**src/hdl/fcsu_defs.vh**
```
// timing counts, command codes and unlock addresses for the flash host
`ifndef FCSU_DEFS_VH
`define FCSU_DEFS_VH
`define FCSU_CLK_MHZ 40
`define FCSU_SETUP_CYC 4'h2
`define FCSU_STROBE_CYC 4'h3
`define FCSU_HOLD_CYC 4'h2
`define FCSU_CMD_UNLOCK1 8'hAA
`define FCSU_CMD_UNLOCK2 8'h55
`define FCSU_CMD_RESET 8'hF0
`define FCSU_CMD_PROGRAM 8'hA0
`define FCSU_CMD_ERASE_SETUP 8'h80
`define FCSU_CMD_CHIP_ERASE 8'h10
`define FCSU_CMD_SECTOR_ERASE 8'h30
`define FCSU_CMD_SUSPEND 8'hB0
`define FCSU_CMD_RESUME 8'h30
`define FCSU_CMD_IDENT 8'h90
`define FCSU_WADDR_A 18'h00555
`define FCSU_WADDR_B 18'h002AA
`define FCSU_BADDR_A 18'h00AAA
`define FCSU_BADDR_B 18'h00555
`define FCSU_OP_RESET 3'h0
`define FCSU_OP_PROGRAM 3'h1
`define FCSU_OP_CHIP_ERASE 3'h2
`define FCSU_OP_SECTOR_ERASE 3'h3
`define FCSU_OP_SUSPEND 3'h4
`define FCSU_OP_RESUME 3'h5
`define FCSU_OP_IDENT 3'h6
`define FCSU_OP_READ 3'h7
`define FCSU_POLL_LIMIT 16'hFFFF
`endif

```
**src/hdl/fcsu_host.v**
```verilog
// host controller driving flash command sequences and status polling
// Functional notes
// RQ1 - non-read cycles are writes with hex codes
// RQ2 - single F0 write resets device
// RQ3 - program: AA, 55, A0, then data
// RQ4 - device ignores upper data in commands
// RQ5 - device ignores high address in commands
// RQ6 - sector chosen by high address bits
// RQ7 - address captured on later falling edge
// RQ8 - data captured on earlier rising edge
// RQ9 - ident: three writes with 90, then reads
// RQ10 - protect verify reads 00 or 01
// RQ11 - suspend only during sector erase
// RQ12 - resume only while suspended
// RQ13 - program poll shows inverse bit 7
// RQ14 - polling valid after last write edge
// RQ15 - protected program shows status briefly
// RQ16 - erase poll bit 0, then 1
// RQ17 - all-protected erase shows status briefly
// RQ18 - poll at program or erasing sector address
// RQ19 - take data only on next read
// RQ20 - recheck poll bit after timeout flag
// RQ21 - ready_busy_n low while busy
// RQ22 - ready_busy_n valid after final write
// RQ23 - sector erase window 50 us
// RQ24 - suspend reached within 20 us
// RQ25 - bad sequences return to array read
`include "fcsu_defs.vh"
module fcsu_host (
    input wire ref_clk_i, // 40 MHz clock
    input wire rst_b_i, // synchronous reset, active low
    input wire req_i, // start an operation, pulse
    input wire [2:0] op_i, // operation code
    input wire byte_mode_i, // 1 selects byte addressing
    input wire [17:0] addr_i, // program, sector or read address
    input wire [15:0] data_i, // program value
    input wire [15:0] dq_i, // flash data pins in
    input wire ready_busy_n_i, // flash ready/busy pin
    output reg busy_o, // operation in progress
    output reg done_o, // operation finished, pulse
    output reg fail_o, // timeout flag seen twice or poll limit reached, with done
    output reg [15:0] rdata_o, // read data, valid with done
    output reg [17:0] addr_o, // flash address pins
    output reg [15:0] dq_o, // flash data pins out
    output reg dq_oe_o, // high while driving data
    output reg ce_n_o, // chip select, active low
    output reg we_n_o, // write strobe, active low
    output reg oe_n_o, // output enable, active low
    output reg ready_o // synchronised ready/busy
);
    localparam ST_IDLE = 3'h0;
    localparam ST_SETUP = 3'h1;
    localparam ST_STROBE = 3'h2;
    localparam ST_HOLD = 3'h3;
    localparam ST_NEXT = 3'h4;
    localparam ST_POLL = 3'h5;
    localparam ST_DONE = 3'h6;

    reg [2:0] state_reg;
    reg [2:0] op_reg;
    reg byte_reg;
    reg [17:0] addr_reg;
    reg [15:0] data_reg;
    reg [2:0] step_reg;
    reg [3:0] cnt_reg;
    reg is_read_reg;
    reg [1:0] poll_phase_reg;
    reg [15:0] poll_cnt_reg;
    reg [2:0] rb_sync_reg;

    // number of bus cycles each operation uses
    function [2:0] fcsu_len;
        input [2:0] op;
        begin
            case (op)
                `FCSU_OP_PROGRAM: fcsu_len = 3'h4; // [RQ3]
                `FCSU_OP_CHIP_ERASE: fcsu_len = 3'h6; // [RQ1]
                `FCSU_OP_SECTOR_ERASE: fcsu_len = 3'h6;
                `FCSU_OP_IDENT: fcsu_len = 3'h4; // [RQ9]
                default: fcsu_len = 3'h1; // [RQ2]
            endcase
        end
    endfunction

    // unlock address for cycle step, word or byte flavour
    function [17:0] fcsu_ua;
        input bm;
        input [2:0] step;
        begin
            if (step == 3'h1 || step == 3'h4) begin
                fcsu_ua = bm ? `FCSU_BADDR_B : `FCSU_WADDR_B;
            end else begin
                fcsu_ua = bm ? `FCSU_BADDR_A : `FCSU_WADDR_A;
            end
        end
    endfunction

    reg [17:0] cyc_addr;
    reg [7:0] cyc_data;
    reg cyc_read;
    reg [2:0] last_step;

    // address and data for the current bus cycle
    always @* begin
        cyc_addr = fcsu_ua(byte_reg, step_reg);
        cyc_data = `FCSU_CMD_UNLOCK1;
        cyc_read = 1'b0;
        last_step = fcsu_len(op_reg) - 3'h1;
        if (step_reg == 3'h1 || step_reg == 3'h4) begin
            cyc_data = `FCSU_CMD_UNLOCK2;
        end
        case (op_reg)
            `FCSU_OP_RESET: cyc_data = `FCSU_CMD_RESET; // [RQ2]
            `FCSU_OP_SUSPEND: cyc_data = `FCSU_CMD_SUSPEND; // [RQ11]
            `FCSU_OP_RESUME: cyc_data = `FCSU_CMD_RESUME; // [RQ12]
            `FCSU_OP_READ: begin
                cyc_addr = addr_reg;
                cyc_read = 1'b1;
            end
            `FCSU_OP_PROGRAM: begin
                if (step_reg == 3'h2) cyc_data = `FCSU_CMD_PROGRAM; // [RQ3]
                if (step_reg == 3'h3) begin
                    cyc_addr = addr_reg;
                    cyc_data = data_reg[7:0];
                end
            end
            `FCSU_OP_IDENT: begin
                if (step_reg == 3'h2) cyc_data = `FCSU_CMD_IDENT; // [RQ9]
                if (step_reg == 3'h3) begin
                    cyc_addr = addr_reg; // X00, X01/X02 or sector+offset
                    cyc_read = 1'b1; // [RQ10]
                end
            end
            default: begin
                if (step_reg == 3'h2) cyc_data = `FCSU_CMD_ERASE_SETUP;
                if (step_reg == 3'h5) begin
                    if (op_reg == `FCSU_OP_SECTOR_ERASE) begin
                        cyc_addr = addr_reg; // sector in high bits [RQ6]
                        cyc_data = `FCSU_CMD_SECTOR_ERASE;
                    end else begin
                        cyc_data = `FCSU_CMD_CHIP_ERASE;
                    end
                end
            end
        endcase
    end

    // poll only after program and erase; others finish at once
    wire need_poll = (op_reg == `FCSU_OP_PROGRAM) ||
                     (op_reg == `FCSU_OP_CHIP_ERASE) ||
                     (op_reg == `FCSU_OP_SECTOR_ERASE);
    // expected true value of the poll bit: written bit 7, or 1 for erase
    wire poll_true = (op_reg == `FCSU_OP_PROGRAM) ? data_reg[7] : 1'b1;

    // ready/busy passes three flops; a change counts when 2 and 3 agree
    always @(posedge ref_clk_i) begin
        if (!rst_b_i) begin
            rb_sync_reg <= 3'h7;
            ready_o <= 1'b1;
        end else begin
            rb_sync_reg <= {rb_sync_reg[1:0], ready_busy_n_i};
            if (rb_sync_reg[1] == rb_sync_reg[2]) begin
                ready_o <= rb_sync_reg[2]; // [RQ21]
            end
        end
    end

    // main sequencer; strobe phases are whole cycles so address is set
    // before both strobes fall and data holds past the rising edge
    always @(posedge ref_clk_i) begin
        if (!rst_b_i) begin
            state_reg <= ST_IDLE;
            op_reg <= `FCSU_OP_RESET;
            byte_reg <= 1'b0;
            addr_reg <= 18'h00000;
            data_reg <= 16'h0000;
            step_reg <= 3'h0;
            cnt_reg <= 4'h0;
            is_read_reg <= 1'b0;
            poll_phase_reg <= 2'h0;
            poll_cnt_reg <= 16'h0000;
            busy_o <= 1'b0;
            done_o <= 1'b0;
            fail_o <= 1'b0;
            rdata_o <= 16'h0000;
            addr_o <= 18'h00000;
            dq_o <= 16'h0000;
            dq_oe_o <= 1'b0;
            ce_n_o <= 1'b1;
            we_n_o <= 1'b1;
            oe_n_o <= 1'b1;
        end else begin
            done_o <= 1'b0;
            case (state_reg)
                ST_IDLE: begin
                    if (req_i) begin
                        op_reg <= op_i;
                        byte_reg <= byte_mode_i;
                        addr_reg <= addr_i;
                        data_reg <= data_i;
                        step_reg <= 3'h0;
                        poll_phase_reg <= 2'h0;
                        poll_cnt_reg <= 16'h0000;
                        fail_o <= 1'b0;
                        busy_o <= 1'b1;
                        state_reg <= ST_SETUP;
                        cnt_reg <= 4'h0;
                    end
                end
                ST_SETUP: begin
                    // drive address first; command upper byte left zero
                    addr_o <= cyc_addr; // [RQ5] [RQ7]
                    is_read_reg <= cyc_read;
                    if (cyc_read) begin
                        dq_oe_o <= 1'b0;
                    end else begin
                        dq_oe_o <= 1'b1; // [RQ1]
                        if (op_reg == `FCSU_OP_PROGRAM &&
                            step_reg == 3'h3) begin
                            dq_o <= data_reg;
                        end else begin
                            dq_o <= {8'h00, cyc_data}; // [RQ4]
                        end
                    end
                    cnt_reg <= cnt_reg + 4'h1;
                    if (cnt_reg == `FCSU_SETUP_CYC - 4'h1) begin
                        cnt_reg <= 4'h0;
                        ce_n_o <= 1'b0;
                        we_n_o <= cyc_read;
                        oe_n_o <= ~cyc_read;
                        state_reg <= ST_STROBE;
                    end
                end
                ST_STROBE: begin
                    cnt_reg <= cnt_reg + 4'h1;
                    if (cnt_reg == `FCSU_STROBE_CYC - 4'h1) begin
                        cnt_reg <= 4'h0;
                        if (is_read_reg) begin
                            rdata_o <= dq_i;
                        end
                        // write strobe rises before chip select [RQ8]
                        we_n_o <= 1'b1;
                        oe_n_o <= 1'b1;
                        state_reg <= ST_HOLD;
                    end
                end
                ST_HOLD: begin
                    ce_n_o <= 1'b1;
                    cnt_reg <= cnt_reg + 4'h1;
                    if (cnt_reg == `FCSU_HOLD_CYC - 4'h1) begin
                        cnt_reg <= 4'h0;
                        dq_oe_o <= 1'b0;
                        state_reg <= ST_NEXT;
                    end
                end
                ST_NEXT: begin
                    if (step_reg != last_step) begin
                        step_reg <= step_reg + 3'h1;
                        state_reg <= ST_SETUP;
                    end else if (need_poll) begin
                        // status valid from final write edge [RQ14]
                        addr_reg <= addr_reg; // poll at target [RQ18]
                        op_reg <= op_reg;
                        step_reg <= 3'h7;
                        state_reg <= ST_POLL;
                    end else begin
                        state_reg <= ST_DONE;
                    end
                end
                ST_POLL: begin
                    // read cycle at the valid status address
                    case (poll_phase_reg)
                        2'h0: begin
                            addr_o <= addr_reg; // [RQ18]
                            ce_n_o <= 1'b0;
                            oe_n_o <= 1'b0;
                            poll_phase_reg <= 2'h1;
                        end
                        2'h1: poll_phase_reg <= 2'h2;
                        2'h2: begin
                            // counts whole polls so the limit is reachable
                            poll_cnt_reg <= poll_cnt_reg + 16'h0001;
                            ce_n_o <= 1'b1;
                            oe_n_o <= 1'b1;
                            poll_phase_reg <= 2'h0;
                            // [RQ13] [RQ16] true value means finished
                            if (dq_i[7] == poll_true) begin
                                poll_phase_reg <= 2'h3; // [RQ19]
                            end else if (dq_i[5]) begin
                                // recheck once after timeout [RQ20]
                                if (fail_o) begin
                                    state_reg <= ST_DONE;
                                end
                                fail_o <= 1'b1;
                            end else if (poll_cnt_reg ==
                                         `FCSU_POLL_LIMIT) begin
                                fail_o <= 1'b1;
                                state_reg <= ST_DONE;
                            end
                        end
                        default: begin
                            // fresh read after success gives valid data
                            op_reg <= `FCSU_OP_READ;
                            fail_o <= 1'b0;
                            step_reg <= 3'h0;
                            state_reg <= ST_SETUP;
                        end
                    endcase
                end
                default: begin
                    // every op ends here: busy clears, done pulses, back to idle; no reset command is sent
                    busy_o <= 1'b0;
                    done_o <= 1'b1;
                    state_reg <= ST_IDLE;
                end
            endcase
        end
    end
endmodule

```
**config.mk**
```make
export PLATFORM = sky130hd
export DESIGN_NAME = fcsu_host
export DESIGN_NICKNAME = d
export VERILOG_FILES = /design/src/hdl/fcsu_host.v
export VERILOG_INCLUDE_DIRS = /design/src /design/src/hdl
export SDC_FILE = /design/constraint.sdc
export NUM_CORES = 1
export LEC_CHECK = 0
export BUFFER_PORTS_ARGS = -buffer_cell sky130_fd_sc_hd__buf_2
export CAP_MARGIN = 20
export CORE_MARGIN = 5
export CORE_UTILIZATION = 50
export CTS_BUF_LIST = sky130_fd_sc_hd__clkbuf_8
export CTS_CLUSTER_DIAMETER = 100
export DETAILED_ROUTE_END_ITERATION = 10
export GPL_TIMING_DRIVEN = 0
export PLACE_DENSITY = 0.8
export SETUP_SLACK_MARGIN = 0.3
export SKIP_CTS_REPAIR_TIMING = 1
export SLEW_MARGIN = 25
export SYNTH_ARGS = -nofsm -noshare
export SYNTH_HDL_FRONTEND = slang
export SYNTH_SLANG_ARGS = --single-unit
```
**constraint.sdc**
```tcl
create_clock -name ref_clk_i -period 3.3 [get_ports ref_clk_i]
set_input_delay 0.33 -clock ref_clk_i [delete_from_list [all_inputs] [get_ports ref_clk_i]]
set_output_delay 0.33 -clock ref_clk_i [all_outputs]
set_load 0.1 [all_outputs]
```
==> impl_metrics.ini <==
[clock_tree]
clk_path_buf_depth = 2
path_clk_slew_ns = 0.08
cts-root-buf = clkbuf_8
cts_tree = built
clkLatencyLatePin_ns = 0.45
h-tree-depth = 4
clkSinkCount = 128
numCtsBuffers = 17

[logic_synthesis]
yosysWarnings = 0
synth.top_cell.area_share_pct = 44.7
synthFlopType = dfxtp_1
synth_commonest_cells = nand2_1, dfxtp_1, a21oi_1
syn-cell-area_um2 = 5730
postSynthAreaPerCell_um2 = 8.10
synth_async_sr_flop_share_pct = 0
yosysMostFrequentCell = nand2_1
ys_top_cells_by_area = dfxtp_1, nand2_1, a21oi_1
synth_cells = 707
seq_area_frac_synth_pct = 44.7
synth_nets = 776
synth.distinct_cells = 71
yosysTopAreaCell = dfxtp_1
synth.ff_latch_count = 128
synth_edf_count = 0

[critical_path]
path_max_fanout = 10
cp_common_cell = clkbuf_1
rr_startpoint = fcsu_ua.step[2]
cp_cell_sequence = clkbuf_1 > inv_1 > ha_1 > clkbuf_1 > and3_1 > clkbuf_1 > a211o_1 > clkbuf_1 > nand3_1 > a21oi_1
crit_path_end_kind = register
cp-startpoint = fcsu_ua.step[2]
critPathRequiredTime_ns = 3.67
path_depth = 10
cp.arrival_ns = 3.18
cp_slowest_stage_delay_ns = 0.41
worstSetupStartpointType = register
path_delay_family = buffers and inverters
cp_slowest_cell = clkbuf_1
worstRegToRegCells = 10
critPathBufInv = 5
crit_type = reg2reg

[floorplanning]
die_h_um = 117
fp-row-count = 39
die_w_um = 117
die_area_um2 = 13700
core_area_um2 = 11300
ios = 116
initial_core_util_pct = 50.6

[worst_hold_path]
holdCritPathClass = in2reg
min_from = ready_busy_n_i
hold_path_depth = 2

[timing]
finalHoldViolations = 0
timing.fmax_ghz = 0.356
finClkSkew_ns = 0.0118
worstMarginPinSlew_ns = 0.610
timing.final.crit_period_ns = 2.81
drv_slew = 0
setup_viol = 0
finalCritPeriodShare_pct = 85.2
slew_headroom_pct = 59.3
rsz0062_at_grt = false
setup_tns_ns = 0

[route]
antenna_left = 0
drc_errors = 0
routed_wirelength_um = 15300
via_per_inst = 5.49
wl_per_cell_um = 15.3
drtIter0Drc = 408
via_count = 5489
first_pass_iters = 5

[cells_and_area]
area_delta_synth_final_pct = 21.0
multi_input_comb_area_um2 = 2900
regArea_um2 = 2560
fillers = 1053
layout.nets = 913
layoutNonFillerInstCount = 1000
antenna_cells = 0
drive_gt1_share_pct = 20.9

[flow_run]
maxCapViolCount = 0

[pwr]
irDropWorstVdd_mv = 0.807
power_density_nw_per_um2 = 789
p_leak_nw = 2.87

[global_route]
track_usage_pct = 22.4
grt_overflow = 0
grt_pass1_vias = 5030
grt_pass1_wl_um = 24200
grt_max_degree = 17
antenna_found_initial = 0

[placed_design]
port_buffers = 115
place_congestion = 0.908
dpl.hpwl_um = 11000
place_inst = 965

[status]
run_status = completed
## placed cells by master (no fill, tap or decap), types with 6 or more instances in the layout
cell / netlist / routed
a21oi_1: 85 / 85
a31oi_1: 12 / 12
buf_1: 6 / 6
buf_2: 3 / 118
buf_4: 3 / 6
clkbuf_1: 35 / 34
clkbuf_8: 0 / 20
dfxtp_1: 128 / 128
ha_1: 11 / 11
inv_1: 15 / 15
mux2i_1: 19 / 19
nand2_1: 143 / 143
nand2b_1: 6 / 6
nand3_1: 30 / 30
nand4_1: 7 / 7
nor2_1: 61 / 61
nor3_1: 6 / 6
o211ai_1: 10 / 10
o21ai_0: 33 / 33
xor2_1: 7 / 7
## where the power goes
group	internal, mW	switching, mW	total (mW)
logic	0.511	1.66	2.17
registers	1.77	0.143	1.91
clock network	0.734	0.644	1.38
total	3.02	2.45	5.46
## final timing paths
check	to	slack, ns
hold / removal	rb_sync_reg[0]	0.06
setup reg to reg	addr_o[12]	0.49
setup / recovery	addr_o[12]	0.49
hold reg to reg	rb_sync_reg[1]	0.43
## final cells by class
type,count,area share [%]
repair buffers,118,8.63
well taps,143,2.58
flip-flops and latches,128,37.0
clock inverters,12,1.91
clock buffers,20,3.97
inverters,17,0.921
multi-input cells,512,41.8
plain buffers,50,3.18
## per-layer routing
metal	vias to the layer above	GRT usage, %	wire length (um)
met1	2524	29.1	6580
met4	0	9.79	328
met5	-	0	0
met3	27	5.86	1060
met2	205	35.1	7290
li1	2733	-	-
## stage by stage
| step | hold slack, ns | power (mW) | worst slack (ns) | util (%) | instance area, um2 |
|---|---|---|---|---|---|
| floorplan | 0.386 | 3.59 | 0.957 | - | 5730 |
| global placement | 0.390 | 4.04 | 0.437 | 57.3 | 6480 |
| detailed placement | 0.406 | 4.06 | 0.373 | 57.3 | 6480 |
| CTS | 0.0456 | 5.44 | 0.324 | 60.9 | 6890 |
| global route | 0.0553 | 5.72 | 0.300 | 61.2 | 6930 |
| finish | 0.0641 | 5.46 | 0.487 | 61.2 | 6930 |
## kinds of logic after synthesis
| kind of cell | share of synthesized area [%] |
|---|---|
| simple gates | 22.0 |
| compound gates | 20.6 |
| flops | 44.7 |
| buf+inv | 4.94 |
| mux | 3.52 |
| xor+xnor | 1.84 |
| fa+ha+maj | 2.40 |
Power figures use the tool's default switching activity.
